$ cat src/hdl/accel_regs_pkg.sv
package accel_regs_pkg;

  // ***************************************************************
  // widths
  // ***************************************************************
  localparam int unsigned ADDR_W   = 8;
  localparam int unsigned DATA_W   = 8;
  localparam int unsigned SAMPLE_W = 12;
  localparam int unsigned COUNT_W  = 6;
  localparam int unsigned NUM_CH   = 5;

  // ***************************************************************
  // register offsets
  // ***************************************************************
  localparam logic [7:0] ADDR_EVENT_STATUS   = 8'h00;
  localparam logic [7:0] ADDR_TEMPERATURE    = 8'h01;
  localparam logic [7:0] ADDR_MAGNITUDE_LOW  = 8'h02;
  localparam logic [7:0] ADDR_MAGNITUDE_HIGH = 8'h03;
  localparam logic [7:0] ADDR_ACCEL_X_LOW    = 8'h04;
  localparam logic [7:0] ADDR_ACCEL_X_HIGH   = 8'h05;
  localparam logic [7:0] ADDR_ACCEL_Y_LOW    = 8'h06;
  localparam logic [7:0] ADDR_ACCEL_Y_HIGH   = 8'h07;
  localparam logic [7:0] ADDR_ACCEL_Z_LOW    = 8'h08;
  localparam logic [7:0] ADDR_ACCEL_Z_HIGH   = 8'h09;
  localparam logic [7:0] ADDR_FACTORY_RSVD_A = 8'h0a;
  localparam logic [7:0] ADDR_STORE_STATE    = 8'h0b;
  localparam logic [7:0] ADDR_STORED_X_LOW   = 8'h0c;
  localparam logic [7:0] ADDR_STORED_X_HIGH  = 8'h0d;
  localparam logic [7:0] ADDR_STORED_Y_LOW   = 8'h0e;
  localparam logic [7:0] ADDR_STORED_Z_LOW   = 8'h10;
  localparam logic [7:0] ADDR_SENSOR_SETUP_TWO  = 8'h16;
  localparam logic [7:0] ADDR_SENSOR_SETUP_FIVE = 8'h19;

  // ***************************************************************
  // reset values
  // ***************************************************************
  localparam logic [7:0] RST_EVENT_STATUS   = 8'h01;
  localparam logic [7:0] RST_FACTORY_RSVD_A = 8'h00;
  localparam logic [7:0] RST_STORE_STATE    = 8'h00;
  localparam logic [7:0] RST_READ_DATA      = 8'h00;
  localparam logic [7:0] RST_POINTER        = 8'h00;

  // ***************************************************************
  // field positions
  // ***************************************************************
  // sensor_setup_two
  localparam int unsigned SETUP2_ENDIAN_SELECT_BIT = 0;
  localparam int unsigned SETUP2_TEMP_AUTOINC_BIT  = 1;
  localparam int unsigned SETUP2_FAST_READ_BIT     = 2;
  // sensor_setup_five
  localparam int unsigned SETUP5_VECM_ENABLE_BIT   = 3;
  localparam int unsigned SETUP5_HIBERNATE_BIT     = 4;
  localparam int unsigned SETUP5_Z_AXIS_SKIP_BIT   = 5;
  localparam int unsigned SETUP5_Y_AXIS_SKIP_BIT   = 6;
  localparam int unsigned SETUP5_X_AXIS_SKIP_BIT   = 7;
  // sample_store_state
  localparam int unsigned STORE_WATERMARK_BIT = 7;
  localparam int unsigned STORE_OVERFLOW_BIT  = 6;

  // channel order of the byte splitters
  localparam int unsigned CH_MAGNITUDE = 0;
  localparam int unsigned CH_X         = 1;
  localparam int unsigned CH_Y         = 2;
  localparam int unsigned CH_Z         = 3;
  localparam int unsigned CH_STORED_X  = 4;

  // last address of the main burst ring
  localparam logic [3:0] RING_LAST = 4'h9;

endpackage

$ cat src/hdl/accel_output_regs.sv
// Summary of operation
// - status at 0x00, reset 0x01, burst advances
// - temperature at 0x01, skipped unless enabled
// - magnitude bytes at 0x02/0x03, endian split
// - magnitude enable low skips both magnitude bytes
// - X acceleration bytes at 0x04/0x05
// - Y acceleration bytes at 0x06/0x07
// - Z acceleration bytes at 0x08/0x09
// - axis skip bit skips both axis bytes
// - fast read jumps over high bytes
// - after 0x09 pointer wraps to 0x00
// - 0x0a reserved, reads 0x00, not in ring
// - store state at 0x0b, then 0x0c/0x0e/0x10
// - stored X low at 0x0c, pointer rules
// - endian, temp increment, fast read in 0x16
// - axis skip bits live in 0x19
`timescale 1ns/100ps
`default_nettype none

module accel_output_regs (
  // clock and reset
  input  wire logic                                 clk,
  input  wire logic                                 rstn,
  // serial port side register access
  input  wire logic                                 addrLoad,
  input  wire logic [accel_regs_pkg::ADDR_W-1:0]   addrIn,
  input  wire logic                                 readStrobe,
  output logic      [accel_regs_pkg::DATA_W-1:0]   readData,
  output logic                                      readValid,
  output logic      [accel_regs_pkg::ADDR_W-1:0]   readPointer,
  // configuration registers held elsewhere
  input  wire logic [accel_regs_pkg::DATA_W-1:0]   sensorSetupTwo,
  input  wire logic [accel_regs_pkg::DATA_W-1:0]   sensorSetupFive,
  // live sensor data
  input  wire logic [accel_regs_pkg::DATA_W-1:0]   eventFlags,
  input  wire logic [accel_regs_pkg::DATA_W-1:0]   temperature,
  input  wire logic [accel_regs_pkg::SAMPLE_W-1:0] magnitude,
  input  wire logic [accel_regs_pkg::SAMPLE_W-1:0] accelX,
  input  wire logic [accel_regs_pkg::SAMPLE_W-1:0] accelY,
  input  wire logic [accel_regs_pkg::SAMPLE_W-1:0] accelZ,
  // sample store
  input  wire logic                                 storeWatermark,
  input  wire logic                                 storeOverflow,
  input  wire logic [accel_regs_pkg::COUNT_W-1:0]  storeCount,
  input  wire logic [accel_regs_pkg::SAMPLE_W-1:0] storedX
);
  import accel_regs_pkg::*;

  // ***************************************************************
  // state
  // ***************************************************************
  // status copies are registered so a read returns one coherent byte
  typedef struct packed {
    logic [ADDR_W-1:0] pointer;
    logic [DATA_W-1:0] readData;
    logic              readValid;
    logic [DATA_W-1:0] eventStatus;
    logic [DATA_W-1:0] storeState;
  } regs_t;

  regs_t state_r;
  regs_t state_nxt;

  logic rstSync1_r;
  logic rstSync2_r;

  // ***************************************************************
  // reset release
  // ***************************************************************
  // release is synchronised so no flop sees a partial edge
  // release lands on the second rising edge after rstn goes high
  // only the second stage is read, the first may still be settling
  always_ff @(posedge clk or negedge rstn) begin
    if (!rstn) begin
      rstSync1_r <= 1'b0;
      rstSync2_r <= 1'b0;
    end else begin
      rstSync1_r <= 1'b1;
      rstSync2_r <= rstSync1_r;
    end
  end

  // ***************************************************************
  // configuration fields
  // ***************************************************************
  logic endianSelect;
  logic temperatureAutoincEnable;
  logic fastRead;
  logic magnitudeEnable;
  logic xAxisSkip;
  logic yAxisSkip;
  logic zAxisSkip;

  // fields taken from the two setup registers
  // these are levels; a change counts from the very next read
  // the hibernate bit is handled elsewhere and never stalls a read
  assign endianSelect             = sensorSetupTwo[SETUP2_ENDIAN_SELECT_BIT];
  assign temperatureAutoincEnable = sensorSetupTwo[SETUP2_TEMP_AUTOINC_BIT];
  assign fastRead                 = sensorSetupTwo[SETUP2_FAST_READ_BIT];
  assign magnitudeEnable          = sensorSetupFive[SETUP5_VECM_ENABLE_BIT];
  assign xAxisSkip                = sensorSetupFive[SETUP5_X_AXIS_SKIP_BIT];
  assign yAxisSkip                = sensorSetupFive[SETUP5_Y_AXIS_SKIP_BIT];
  assign zAxisSkip                = sensorSetupFive[SETUP5_Z_AXIS_SKIP_BIT];

  // ***************************************************************
  // byte split of the 12-bit values
  // ***************************************************************
  logic [SAMPLE_W-1:0] chValue [NUM_CH];
  logic [DATA_W-1:0]   chLow   [NUM_CH];
  logic [DATA_W-1:0]   chHigh  [NUM_CH];

  // channel slots follow the package indices
  assign chValue[CH_MAGNITUDE] = magnitude;
  assign chValue[CH_X]         = accelX;
  assign chValue[CH_Y]         = accelY;
  assign chValue[CH_Z]         = accelZ;
  assign chValue[CH_STORED_X]  = storedX;

  // one splitter per channel, all following the same endian select
  // the stored sample shares it, so both banks always agree on order
  for (genvar g = 0; g < NUM_CH; g++) begin : gSplit
    byte_splitter uSplit (
      .value        (chValue[g]),
      .endianSelect (endianSelect),
      .lowByte      (chLow[g]),
      .highByte     (chHigh[g])
    );
  end

  // ***************************************************************
  // auto-increment enables of the main ring
  // ***************************************************************
  logic [9:0] ringEnable;

  // a bit set means the burst pointer may stop on that address
  // status has no enable, so a burst can always fall back onto it
  always_comb begin
    ringEnable    = '0;
    ringEnable[0] = 1'b1;
    ringEnable[1] = temperatureAutoincEnable;
    ringEnable[2] = magnitudeEnable;
    ringEnable[3] = magnitudeEnable;
    ringEnable[4] = !xAxisSkip;
    ringEnable[5] = !xAxisSkip;
    ringEnable[6] = !yAxisSkip;
    ringEnable[7] = !yAxisSkip;
    ringEnable[8] = !zAxisSkip;
    ringEnable[9] = !zAxisSkip;
  end

  // first enabled ring address at or above start, else wrap to status
  // a linear scan is cheap at ten entries and keeps the order plain
  function automatic logic [ADDR_W-1:0] ringNext(input logic [3:0] start,
                                                 input logic [9:0] en);
    logic [ADDR_W-1:0] res;
    logic              found;
    res   = ADDR_EVENT_STATUS;
    found = 1'b0;
    for (int i = 1; i < 10; i++) begin
      if (!found && (4'(i) >= start) && en[i]) begin
        res   = 8'(i);
        found = 1'b1;
      end
    end
    return res;
  endfunction

  // first enabled stored-sample low byte, x then y then z
  // with every axis skipped the fallback keeps the pointer in the store
  function automatic logic [ADDR_W-1:0] storeNext(input logic xOn,
                                                  input logic yOn,
                                                  input logic zOn,
                                                  input logic [ADDR_W-1:0] fallback);
    logic [ADDR_W-1:0] res;
    res = fallback;
    if (xOn) begin
      res = ADDR_STORED_X_LOW;
    end else if (yOn) begin
      res = ADDR_STORED_Y_LOW;
    end else if (zOn) begin
      res = ADDR_STORED_Z_LOW;
    end
    return res;
  endfunction

  // ***************************************************************
  // next pointer after a read
  // ***************************************************************
  logic [ADDR_W-1:0] nextPointer;
  logic              isLowByte;
  logic [3:0]        ringStart;

  // fast read hops over the high byte of the value just read
  // magnitude low counts too, so fast read also drops its high byte
  // ringStart only matters while the pointer sits inside the ring
  assign isLowByte = (state_r.pointer == ADDR_MAGNITUDE_LOW) ||
                     (state_r.pointer == ADDR_ACCEL_X_LOW) ||
                     (state_r.pointer == ADDR_ACCEL_Y_LOW) ||
                     (state_r.pointer == ADDR_ACCEL_Z_LOW);
  assign ringStart = (fastRead && isLowByte) ? state_r.pointer[3:0] + 4'h2
                                             : state_r.pointer[3:0] + 4'h1;

  // plain increment covers the high store bytes and unmapped space,
  // and 0xff rolls over to 0x00 by itself
  always_comb begin
    nextPointer = state_r.pointer + 8'h01;
    if (state_r.pointer <= {4'h0, RING_LAST}) begin
      // past 0x09 nothing is enabled, so the ring closes on status
      nextPointer = ringNext(ringStart, ringEnable);
    end else if (state_r.pointer == ADDR_FACTORY_RSVD_A) begin
      nextPointer = ADDR_STORE_STATE;
    end else if (state_r.pointer == ADDR_STORE_STATE) begin
      nextPointer = storeNext(!xAxisSkip, !yAxisSkip, !zAxisSkip,
                              ADDR_STORED_X_LOW);
    end else if (state_r.pointer == ADDR_STORED_X_LOW) begin
      if (fastRead) begin
        nextPointer = storeNext(1'b0, !yAxisSkip, !zAxisSkip,
                                ADDR_STORED_X_LOW);
      end else begin
        nextPointer = ADDR_STORED_X_HIGH;
      end
    end
  end

  // ***************************************************************
  // read data selection
  // ***************************************************************
  logic [DATA_W-1:0] selData;

  // the addressed byte is returned whether or not the ring skips it
  // unmapped addresses read zero so a stray burst shows no stale byte
  always_comb begin
    unique case (state_r.pointer)
      ADDR_EVENT_STATUS:   selData = state_r.eventStatus;
      ADDR_TEMPERATURE:    selData = temperature;
      ADDR_MAGNITUDE_LOW:  selData = chLow[CH_MAGNITUDE];
      ADDR_MAGNITUDE_HIGH: selData = chHigh[CH_MAGNITUDE];
      ADDR_ACCEL_X_LOW:    selData = chLow[CH_X];
      ADDR_ACCEL_X_HIGH:   selData = chHigh[CH_X];
      ADDR_ACCEL_Y_LOW:    selData = chLow[CH_Y];
      ADDR_ACCEL_Y_HIGH:   selData = chHigh[CH_Y];
      ADDR_ACCEL_Z_LOW:    selData = chLow[CH_Z];
      ADDR_ACCEL_Z_HIGH:   selData = chHigh[CH_Z];
      ADDR_FACTORY_RSVD_A: selData = RST_FACTORY_RSVD_A;
      ADDR_STORE_STATE:    selData = state_r.storeState;
      ADDR_STORED_X_LOW:   selData = chLow[CH_STORED_X];
      default:             selData = 8'h00;  // outside this bank
    endcase
  end

  // ***************************************************************
  // next state
  // ***************************************************************
  always_comb begin
    state_nxt           = state_r;
    // valid is a one-cycle pulse per read; back-to-back reads keep it high
    state_nxt.readValid = 1'b0;
    // status copies follow the live flags every cycle
    state_nxt.eventStatus = eventFlags;
    state_nxt.storeState  = '0;
    state_nxt.storeState[STORE_WATERMARK_BIT] = storeWatermark;
    state_nxt.storeState[STORE_OVERFLOW_BIT]  = storeOverflow;
    state_nxt.storeState[COUNT_W-1:0]         = storeCount;
    // a new start address overrides a read in the same cycle
    // so a host restarting a burst never gets a byte from the old one
    if (addrLoad) begin
      state_nxt.pointer = addrIn;
    end else if (readStrobe) begin
      state_nxt.readData  = selData;
      state_nxt.readValid = 1'b1;
      state_nxt.pointer   = nextPointer;
    end
  end

  // ***************************************************************
  // state register
  // ***************************************************************
  // only constants in the reset branch, so the async path stays clean
  // the whole struct moves at once, so no field lags the others
  always_ff @(posedge clk or negedge rstSync2_r) begin
    if (!rstSync2_r) begin
      state_r.pointer     <= RST_POINTER;
      state_r.readData    <= RST_READ_DATA;
      state_r.readValid   <= 1'b0;
      state_r.eventStatus <= RST_EVENT_STATUS;
      state_r.storeState  <= RST_STORE_STATE;
    end else begin
      state_r <= state_nxt;
    end
  end

  // ***************************************************************
  // outputs
  // ***************************************************************
  // all three come straight from flops, so the host sees no glitches
  assign readData    = state_r.readData;
  assign readValid   = state_r.readValid;
  assign readPointer = state_r.pointer;

endmodule
`default_nettype wire

$ cat src/hdl/byte_splitter.sv
`timescale 1ns/100ps
`default_nettype none

// splits one 12-bit value into its two register bytes
module byte_splitter (
  // sample
  input  wire logic [accel_regs_pkg::SAMPLE_W-1:0] value,
  input  wire logic                                 endianSelect,
  // register bytes
  output logic      [accel_regs_pkg::DATA_W-1:0]   lowByte,
  output logic      [accel_regs_pkg::DATA_W-1:0]   highByte
);
  import accel_regs_pkg::*;

  // little order puts bits 7:0 first, big order bits 11:4 first
  always_comb begin
    if (endianSelect) begin
      lowByte  = value[11:4];
      highByte = {value[3:0], 4'h0};
    end else begin
      lowByte  = value[7:0];
      highByte = {4'h0, value[11:8]};
    end
  end

endmodule
`default_nettype wire

$ cat config.mk
export PLATFORM = sky130hd
export DESIGN_NAME = accel_output_regs
export DESIGN_NICKNAME = d
export VERILOG_FILES = /design/src/hdl/accel_regs_pkg.sv /design/src/hdl/accel_output_regs.sv /design/src/hdl/byte_splitter.sv
export SDC_FILE = /design/constraint.sdc
export NUM_CORES = 1
export LEC_CHECK = 0
export BUFFER_PORTS_ARGS = -buffer_cell sky130_fd_sc_hd__buf_4
export CAP_MARGIN = 5
export CORE_MARGIN = 2
export CORE_UTILIZATION = 53
export CTS_CLUSTER_DIAMETER = 100
export CTS_CLUSTER_SIZE = 25
export DETAILED_ROUTE_END_ITERATION = 12
export PLACE_DENSITY = 0.87
export SLEW_MARGIN = 20
export SYNTH_ARGS = -nofsm -noshare
export SYNTH_HDL_FRONTEND = slang
export SYNTH_SLANG_ARGS = --single-unit
$ cat constraint.sdc
create_clock -name clk -period 2.47 [get_ports clk]
set_input_delay 0.494 -clock clk [delete_from_list [all_inputs] [get_ports clk]]
set_output_delay 0.494 -clock clk [all_outputs]
set_load 0.01 [all_outputs]
**Yosys cells after proc, flatten, opt, wreduce, memory -nomap -nowiden**

Cells that the tools add are included.
W data, S select, Z words.

- Add/subtract/negate cells: 3
- $lt $le $gt $ge: 10
- Equality and inequality tests: 12
- Multiplexer cells: 47
- Bitwise logic cells: 1
- Reduce and logical (&&, ||, !) cells: 35

Operators by type and width:

| cell | number |
|---|---|
| $mux W8 | 23 |
| $pmux W8 S12 | 1 |
| $eq A8 B4 Y1 const B | 5 |
| $eq A8 B3 Y1 const B | 4 |
| $logic_and A1 B1 Y1 | 18 |
| $mux W1 | 18 |
| $mux W17 | 1 |
| $eq A8 B2 Y1 const B | 2 |
| $ge A3 B4 Y1 const A | 4 |
| $mux W5 | 3 |
| $logic_not A1 Y1 | 11 |
| $add A8 B1 Y8 const B | 1 |
| $eq A8 B1 Y1 const B | 1 |
| $ge A2 B4 Y1 const A | 2 |
| $ge A4 B4 Y1 const A | 2 |
| $le A8 B4 Y1 const B | 1 |
| $logic_not A8 Y1 | 1 |
| $add A4 B1 Y4 const B | 1 |
| $add A4 B2 Y4 const B | 1 |
| $ge A1 B4 Y1 const A | 1 |
| $mux W4 | 1 |
| $logic_or A1 B1 Y1 | 3 |
| $reduce_and A2 Y1 | 1 |
| $reduce_bool A2 Y1 | 1 |
| $not A1 Y1 | 1 |

- Register bits after elaboration: 35
- Bits of input ports: 112
- Output and inout port bits: 17
- Logic and storage cells: 115

**Logic depth before layout (Yosys ltp)**

Gate-level depths: netlist (run 1).

- Word-level depth: 52
- Depth in mapped cells: 11
- Mapped depth without buffers: 9

**Cells and area by module**

From an unflattened synthesis (run 1), not the netlist that was laid out.

- Cells, all modules: 407
- Area total of the unflattened synthesis: 3,579.7 um^2

Modules (own cells, without submodules):

| module | times used | cells each | area each (um^2) | sequential area each (um^2) |
|---|---|---|---|---|
| accel_output_regs | 1 | 317 | 2,710.1 | 877.1 |
| byte_splitter | 5 | 18 | 173.9 | 0.0 |

**Worst setup path before layout (run 1)**

Ideal clock, no wire load.

- Path type: reg-to-reg
- Start point: reg state_r, in the netlist readPointer[0]
- End point: reg state_r, in the netlist readPointer[0]
- Library setup time: 0.128 ns
- Arrival time: 2.247 ns
- Data required time: 2.342 ns
- Setup slack: 0.095 ns
- Stages on the path, launching flop included: 11
- Path buffers: 1
- Period minus slack after synthesis: 2.375 ns
- Cells stage by stage: dfrtp_1 -> inv_1 -> ha_1 -> clkbuf_2 -> a21oi_2 -> a2bb2oi_2 -> nor3_1 -> and3_1 -> a311o_1 -> a221oi_1 -> o22ai_1

- Cells in the longest elaborated chain, start to end: 52
- Elaborated cells on any way between the ends: 81
- Classes of those cells: 3 x add/sub; 10 x order compare; 7 x eq/ne; 32 x mux; 29 x reduce/logical

Ends and longest elaborated chain:

| what | RTL line | source |
|---|---|---|
| start: declaration | accel_output_regs.sv:61 | `regs_t state_r;` |
| start signal: assignment | accel_output_regs.sv:288 | `state_r <= state_nxt;` |
| $eq A8 B2 Y1 / $eq A8 B3 Y1 (equally long branches) | accel_output_regs.sv:196, accel_output_regs.sv:197 |  |
| $logic_or A1 B1 Y1 | accel_output_regs.sv:196 | `assign isLowByte = (state_r.pointer == ADDR_MAGNITUDE_LOW) \|\|` |
| $logic_or A1 B1 Y1 | accel_output_regs.sv:197 | `(state_r.pointer == ADDR_ACCEL_X_LOW) \|\|` |
| $logic_or A1 B1 Y1 | accel_output_regs.sv:198 | `(state_r.pointer == ADDR_ACCEL_Y_LOW) \|\|` |
| $logic_and A1 B1 Y1 | accel_output_regs.sv:200 | `assign ringStart = (fastRead && isLowByte) ? state_r.pointer[3:0] + 4'h2` |
| $mux W4 | accel_output_regs.sv:200 |  |
| $ge A1 B4 Y1 | accel_output_regs.sv:160 | `if (!found && (4'(i) >= start) && en[i]) begin` |
| $logic_and A1 B1 Y1 | accel_output_regs.sv:160 |  |
| (+35 left out) | n/a |  |
| $mux W1 | accel_output_regs.sv:160 |  |
| $mux W1 | accel_output_regs.sv:207 | `if (state_r.pointer <= {4'h0, RING_LAST}) begin` |
| $logic_not A1 Y1 | accel_output_regs.sv:160 |  |
| $logic_and A1 B1 Y1 (2 in series) | accel_output_regs.sv:160 |  |
| $mux W8 | accel_output_regs.sv:160 |  |
| $mux W8 * | accel_output_regs.sv:207 |  |
| $mux W17 * | accel_output_regs.sv:268 | `end else if (readStrobe) begin` |
| $mux W8 * | accel_output_regs.sv:266 | `if (addrLoad) begin` |

Mark *: on every way between the ends. The rest lies on a longest branch, timed or not. The select of a mux whose other input is x is not followed.
A chain may end at the register's enable or synchronous reset.

**Final worst setup path (run 1)**

- Start point: reg state_r, in the netlist readPointer[1]
- End point: reg state_r, in the netlist readPointer[1]

Same word-level chain as after synthesis.

==> results of run 1 <==
stage by stage:
stage                     TNS (ns)  util (%)  area (sq um)  power [W]  hold slack, ns
after floorplan                  0         -          3070    0.00126           0.198
final                            0      76.5          4240    0.00227           0.269
after CTS                        0      74.8          4150    0.00218           0.278
after global placement           0      72.6          4020    0.00164           0.276
after detailed placement         0      72.6          4020    0.00165           0.278
after global routing       -0.0345      76.5          4240    0.00237           0.295
placed cells by master (no fill, tap or decap), types with 5 or more instances in the layout:
cell type,instances
a31oi_1,8
a32o_1,5
o22ai_1,7
a222oi_1,5
nor3_1,5
dfrtp_1,33
nor2_1,20
clkbuf_8,5
a221o_1,6
mux2_2,7
a22oi_1,16
o21ai_0,12
and3_1,9
mux2i_1,8
buf_4,149
nand4_1,5
a32oi_1,11
a22o_1,11
a21oi_1,16
nand2_1,29
nand3_1,10
worst max-delay path, cell delays in order (launching register included):
cell,delay [ns]
dfrtp_1,0.43
inv_1,0.11
ha_4,0.19
a21oi_2,0.19
o2bb2ai_2,0.14
a2111oi_0,0.44
a41oi_1,0.08
a221o_1,0.33
a2bb2oi_1,0.26
o41ai_2,0.09
worst max path at each step:
stage              startpoint             end  slack, ns
4_1_cts        readPointer[0]  readPointer[1]       0.02
3_3_place_gp   readPointer[0]  readPointer[1]       0.07
3_5_place_dp   readPointer[0]  readPointer[1]       0.04
2_1_floorplan  readPointer[0]  readPointer[0]       0.09
6_report       readPointer[1]  readPointer[1]        0.1
5_1_grt        readPointer[1]  readPointer[2]      -0.02
layout make-up:
| type | instances | area, sq um |
|---|---|---|
| fillers | 399 | 1300 |
| repair buffers | 153 | 1180 |
| multi-input cells | 266 | 1960 |
| inverters | 5 | 18.8 |
| flip-flops and latches | 35 | 878 |
| well taps | 72 | 90.1 |
| clock buffers | 5 | 68.8 |
| clock inverters | 3 | 43.8 |
flip-flops by register name (all words and copies together) (netlist names):
name / count
state_r: 16
readData: 8
readPointer: 8
readValid: 1
rstSync1_r: 1
rstSync2_r: 1
power by group:
part	switching, W	internal [W]
Clock	0.000231	0.000301
Combinational	0.000566	0.000517
Sequential	0.0000427	0.000613
what timing repair did:
action                                  4_1_cts  5_1_grt
resized for setup                             0       17
hold endpoints to repair                      2        0
hold buffers                                  1        0
endpoints found under the setup margin        0       12
buffers inserted                              0        4
routing by layer:
metal	vias to the layer above	share of wire, %	track usage [%]
met5	-	0	0
met4	0	3.4	13.4
met3	45	13	7.53
met2	296	46	50.7
met1	1664	38	45.7
li1	1593	-	-
logic make-up (layout without fill, tap and decap cells):
kind of cell    count (synthesis)  after routing  synth area share (%)
compound gates                141            141                  36.0
xor+xnor                        3              3                  1.10
fa+ha+maj                       6              6                  2.45
buf+inv                        52            166                  9.46
flops                          35             35                  28.6
mux                            15             15                  5.18
other cells                     1              1                 0.122
simple gates                  100            100                  17.1
==> results.cfg, run 1 <==
[status]
status = finished clean

[global_route]
grt_usage_pct = 33.3
overflow = 0
grt_pass1_wl_mm = 16.5
antenna_found_initial = 0
grt_pass1_vias = 3383
grt_max_degree = 34

[routing]
drt-total-wl_mm = 10.7
post-route-drc-count = 0
wl_per_cell_um = 19.9
vias_per_cell = 6.68
drt-pass1-iter-count = 6
drtIter0Drc = 467
vias = 3598
ant_nets = 0

[placed_design]
dp_hpwl_mm = 7.96
port-buffer-count = 119
place.gp.congestion = 0.986
dp_slack_ns = 0.0449
dpl.cell_count = 526

[flow_run]
max_cap_viol_count = 0

[clocking]
h-tree-depth = 2
numCtsBuffers = 5
clk_path_buf_depth = 2
cts_tree = done
cts.clk_slew.worst_paths_ns = 0.08
root_buffer = clkbuf_8
clock_latency_ns = 0.29
cts.sinks = 35

[floorplan]
rows = 27
fp.dieArea_sq_um = 6410
dieHeight_um = 80.1
die_x_um = 80.1
initial_core_util_pct = 55.4
pin_count = 129
core_area_sq_um = 5540

[sta]
rsz0062_at_grt = yes
fin_crit_ns = 2.37
skew_ns = 0.00732
setup_slack_ns = 0.0973
finalCritPeriodShare_pct = 96.1
hold_viol = 0
drv_slew = 0
timing.fmax_mhz = 421
setup_viol = 0

[synthesis]
netlist_top_cells_count = dfrtp_1 (34), nand2_1 (29), buf_4 (20), nor2_1 (20), a21oi_1 (17)
synth_top_area_cell = dfrtp_1
seq_area_frac_synth_pct = 28.6
syn_inst = 353
syn_area_per_cell_sq_um = 8.69
synth_area_leaders = dfrtp_1 (28%), buf_4 (4.9%), a22oi_1 (3.9%), nand2_1 (3.5%), a22o_1 (3.1%)
synthesis.nets = 471
synth-main-ff-cell = dfrtp_1
synthesis.area_sq_um = 3070
ys_async_sr_fraction_pct = 100
synth_top_area_share_pct = 27.7
synth_edf_count = 0
ys_seq_elements = 35
ys.warnings.count = 0
ys_types = 73
post-synth-top-count-cell = dfrtp_1

[worst_setup_path]
r2r_setup_slack_ns = 0.1
r2r_end = readPointer[1]
cp-end-kind = flip-flop
critPathRequiredTime_ns = 2.64
worstSetupStartpointType = flip-flop
r2r-start = readPointer[1]
path_max_fanout = 5
criticalPathCategory = flip-flop to flip-flop
rr_worst_depth = 9
crit_arrival_ns = 2.54

[power]
power_density_nw_per_um2 = 536
vdd_drop_max_mv = 0.418
leakagePower_nw = 1.92

[layout]
final_net_count = 584
antennaDiodeCount = 0
areaGrowthSynthToFinish_pct = 38.1
drive_gt1_share_pct = 42.4
layout.cells.non_filler = 539

[min_path]
hp-class = flip-flop to async pin
No activity file was read; power rests on OpenSTA's default activity.
==> run 2, diff against run 1 <==
- CELL_PAD_IN_SITES_DETAIL_PLACEMENT: default -> 0
- CELL_PAD_IN_SITES_GLOBAL_PLACEMENT: default -> 1
- CORE_UTILIZATION: 53 -> 38
- PLACE_DENSITY: 0.87 -> default
- PLACE_DENSITY_LB_ADDON: default -> 0.1
==> run 2 against run 1 <==
  * Combinational power about the same
  * Global-route usage down 9.2 points
  * Via count down 5.5%
  * Clock skew down 0.0012 ns
  * Core utilization down 21 points
  * Largest cell class unchanged
  * Clock power down 26%
  * Fmax up 2.4%
  * Die area up 37%
  * Critical endpoint is now readData[7]
  * Total power down 5.2%
==> results.cfg, run 2 (synthesis gave the netlist of run 1 again) <==
[worst_setup_path]
critPathLaunch = readPointer[0]
worstSetupStartpointType = flip-flop
rr_worst_depth = 9
path_max_fanout = 15
r2r_end = readData[7]
endpoint = readData[7]
r2r-start = readPointer[0]
cp-end-kind = flip-flop
crit_arrival_ns = 2.49
critPathRequiredTime_ns = 2.65
r2r_setup_slack_ns = 0.15
criticalPathCategory = flip-flop to flip-flop

[routing]
ant_nets = 0
vias = 3399
drtIter0Drc = 219
drt-pass1-iter-count = 5
wl_per_cell_um = 18.8
drt-total-wl_mm = 10.8
post-route-drc-count = 0
vias_per_cell = 5.91

[sta]
hold_viol = 0
skew_ns = 0.00613
tightestPinTransition_ns = 0.839
rsz0062_at_grt = yes
setup_viol = 0
relSlewSlack_pct = 44.1
fin_crit_ns = 2.32
drv_slew = 0
timing.fmax_mhz = 432
finalCritPeriodShare_pct = 93.8

[power]
intPower_w = 0.00134
swShare_pct = 37.9
p_clk_share_pct = 18.4
p_seq_share_pct = 30.6
vdd_drop_max_mv = 0.473
p_comb_share_pct = 51.0
switchingPower_w = 0.000817
power_density_nw_per_um2 = 499
leakagePower_nw = 1.94

[layout]
post-route-util_pct = 55.5
areaGrowthSynthToFinish_pct = 40.5
final_net_count = 590
antennaDiodeCount = 0
drive_gt1_share_pct = 42.5
layout.cells.non_filler = 575
final_cell_area_sq_um = 4310
largest_register_ffs = 16
final_common_cell = buf_4
layout_common_cells = buf_4 (156), dfrtp_1 (33), nand2_1 (29)
fill_cells = 754
top_register = state_r

[placed_design]
dp_hpwl_mm = 8.37
place_area_sq_um = 4100
port-buffer-count = 119
dpl.cell_count = 563
place.gp.congestion = 0.871

[global_route]
grt_pass1_wl_mm = 16.7
overflow = 0
grt_usage_pct = 24.1
grt_pass1_vias = 3218
antenna_found_initial = 0
grt_max_degree = 28

[clocking]
cts.clk_slew.worst_paths_ns = 0.07
numCtsBuffers = 5
cts.sinks = 35
root_buffer = clkbuf_8
clock_latency_ns = 0.29
cts_tree = done
clk_path_buf_depth = 2
h-tree-depth = 2

[status]
status = finished clean

[floorplan]
fp.dieArea_sq_um = 8810
die_x_um = 93.9
initial_core_util_pct = 39.5
core_area_sq_um = 7770
dieHeight_um = 93.9
pin_count = 129
rows = 32

[flow_run]
max_cap_viol_count = 0

[min_path]
hp-class = input port to flip-flop
run 2: cell types whose count changed in the layout (fill, tap and decap cells not counted), sizes merged:
cell,previous run,this run
clkinv,2,1
bufinv,1,0
clkinvlp,0,1
clkbuf,5,6
buf,152,158
run 2: final cells by class:
| class | count | area, sq um | share of cell area, % |
|---|---|---|---|
| multi-input combinational | 266 | 1990 | 46.1 |
| inverter | 5 | 18.8 | 0.435 |
| clock inverter | 2 | 12.5 | 0.290 |
| timing repair buffer | 159 | 1210 | 28.1 |
| tap | 102 | 128 | 2.96 |
| clock buffer | 6 | 72.6 | 1.68 |
| sequential | 35 | 878 | 20.4 |
run 2: per-layer routing:
metal | wire length [um] | share of wire [%] | global-route usage [%] | vias up
met5 | 0 | 0 | 0 | -
met4 | 100 | 0.92 | 5.07 | 0
met3 | 874 | 8.1 | 4.09 | 9
met2 | 4830 | 45 | 35.7 | 166
met1 | 5000 | 46 | 36.5 | 1622
li1 | - | - | - | 1602
run 2: how the worst min path moves through the flow:
stage                   from           to  slack [ns]  cells past startpoint
2_1_floorplan           rstn   rstSync1_r        0.20                      0
3_3_place_gp            rstn   rstSync1_r        0.28                      1
3_5_place_dp            rstn   rstSync1_r        0.28                      1
4_1_cts        eventFlags[2]  state_r[10]        0.30                      1
5_1_grt        eventFlags[1]   state_r[9]        0.29                      1
6_report       eventFlags[2]  state_r[10]        0.31                      1
run 2: critical path, cell delays in order (launching register included):
cell and delay (ns):
dfrtp_1 0.40, buf_4 0.19, ha_1 0.28, buf_4 0.22, and3_1 0.25, a22oi_1 0.22
nand4_1 0.10, o21ai_0 0.22, a31oi_1 0.15, a21o_1 0.18
run 2: repair_timing:
| action | in CTS | in global routing |
|---|---|---|
| hold endpoints to repair | 2 | 0 |
| setup endpoints to repair | 0 | 12 |
| resized for setup | 0 | 18 |
| setup buffers | 0 | 3 |
| hold buffers | 1 | 0 |
run 2: through the flow:
step	hold WS [ns]	setup TNS [ns]	setup WS [ns]	power [W]
6_report	0.308	0	0.153	0.00215
3_5_place_dp	0.277	0	0.0497	0.00167
3_3_place_gp	0.277	0	0.0658	0.00166
5_1_grt	0.295	-0.00711	-0.00554	0.00229
2_1_floorplan	0.198	0	0.0948	0.00126
4_1_cts	0.300	0	0.0196	0.00208
run 2: power groups by stage:
stage                     registers, W  logic [W]  clock network (W)
after floorplan               0.000666   0.000593                  0
after global placement        0.000666   0.000993                  0
after detailed placement      0.000666    0.00100                  0
after CTS                     0.000655    0.00101           0.000413
after global routing          0.000666    0.00118           0.000440
final                         0.000659    0.00110           0.000396
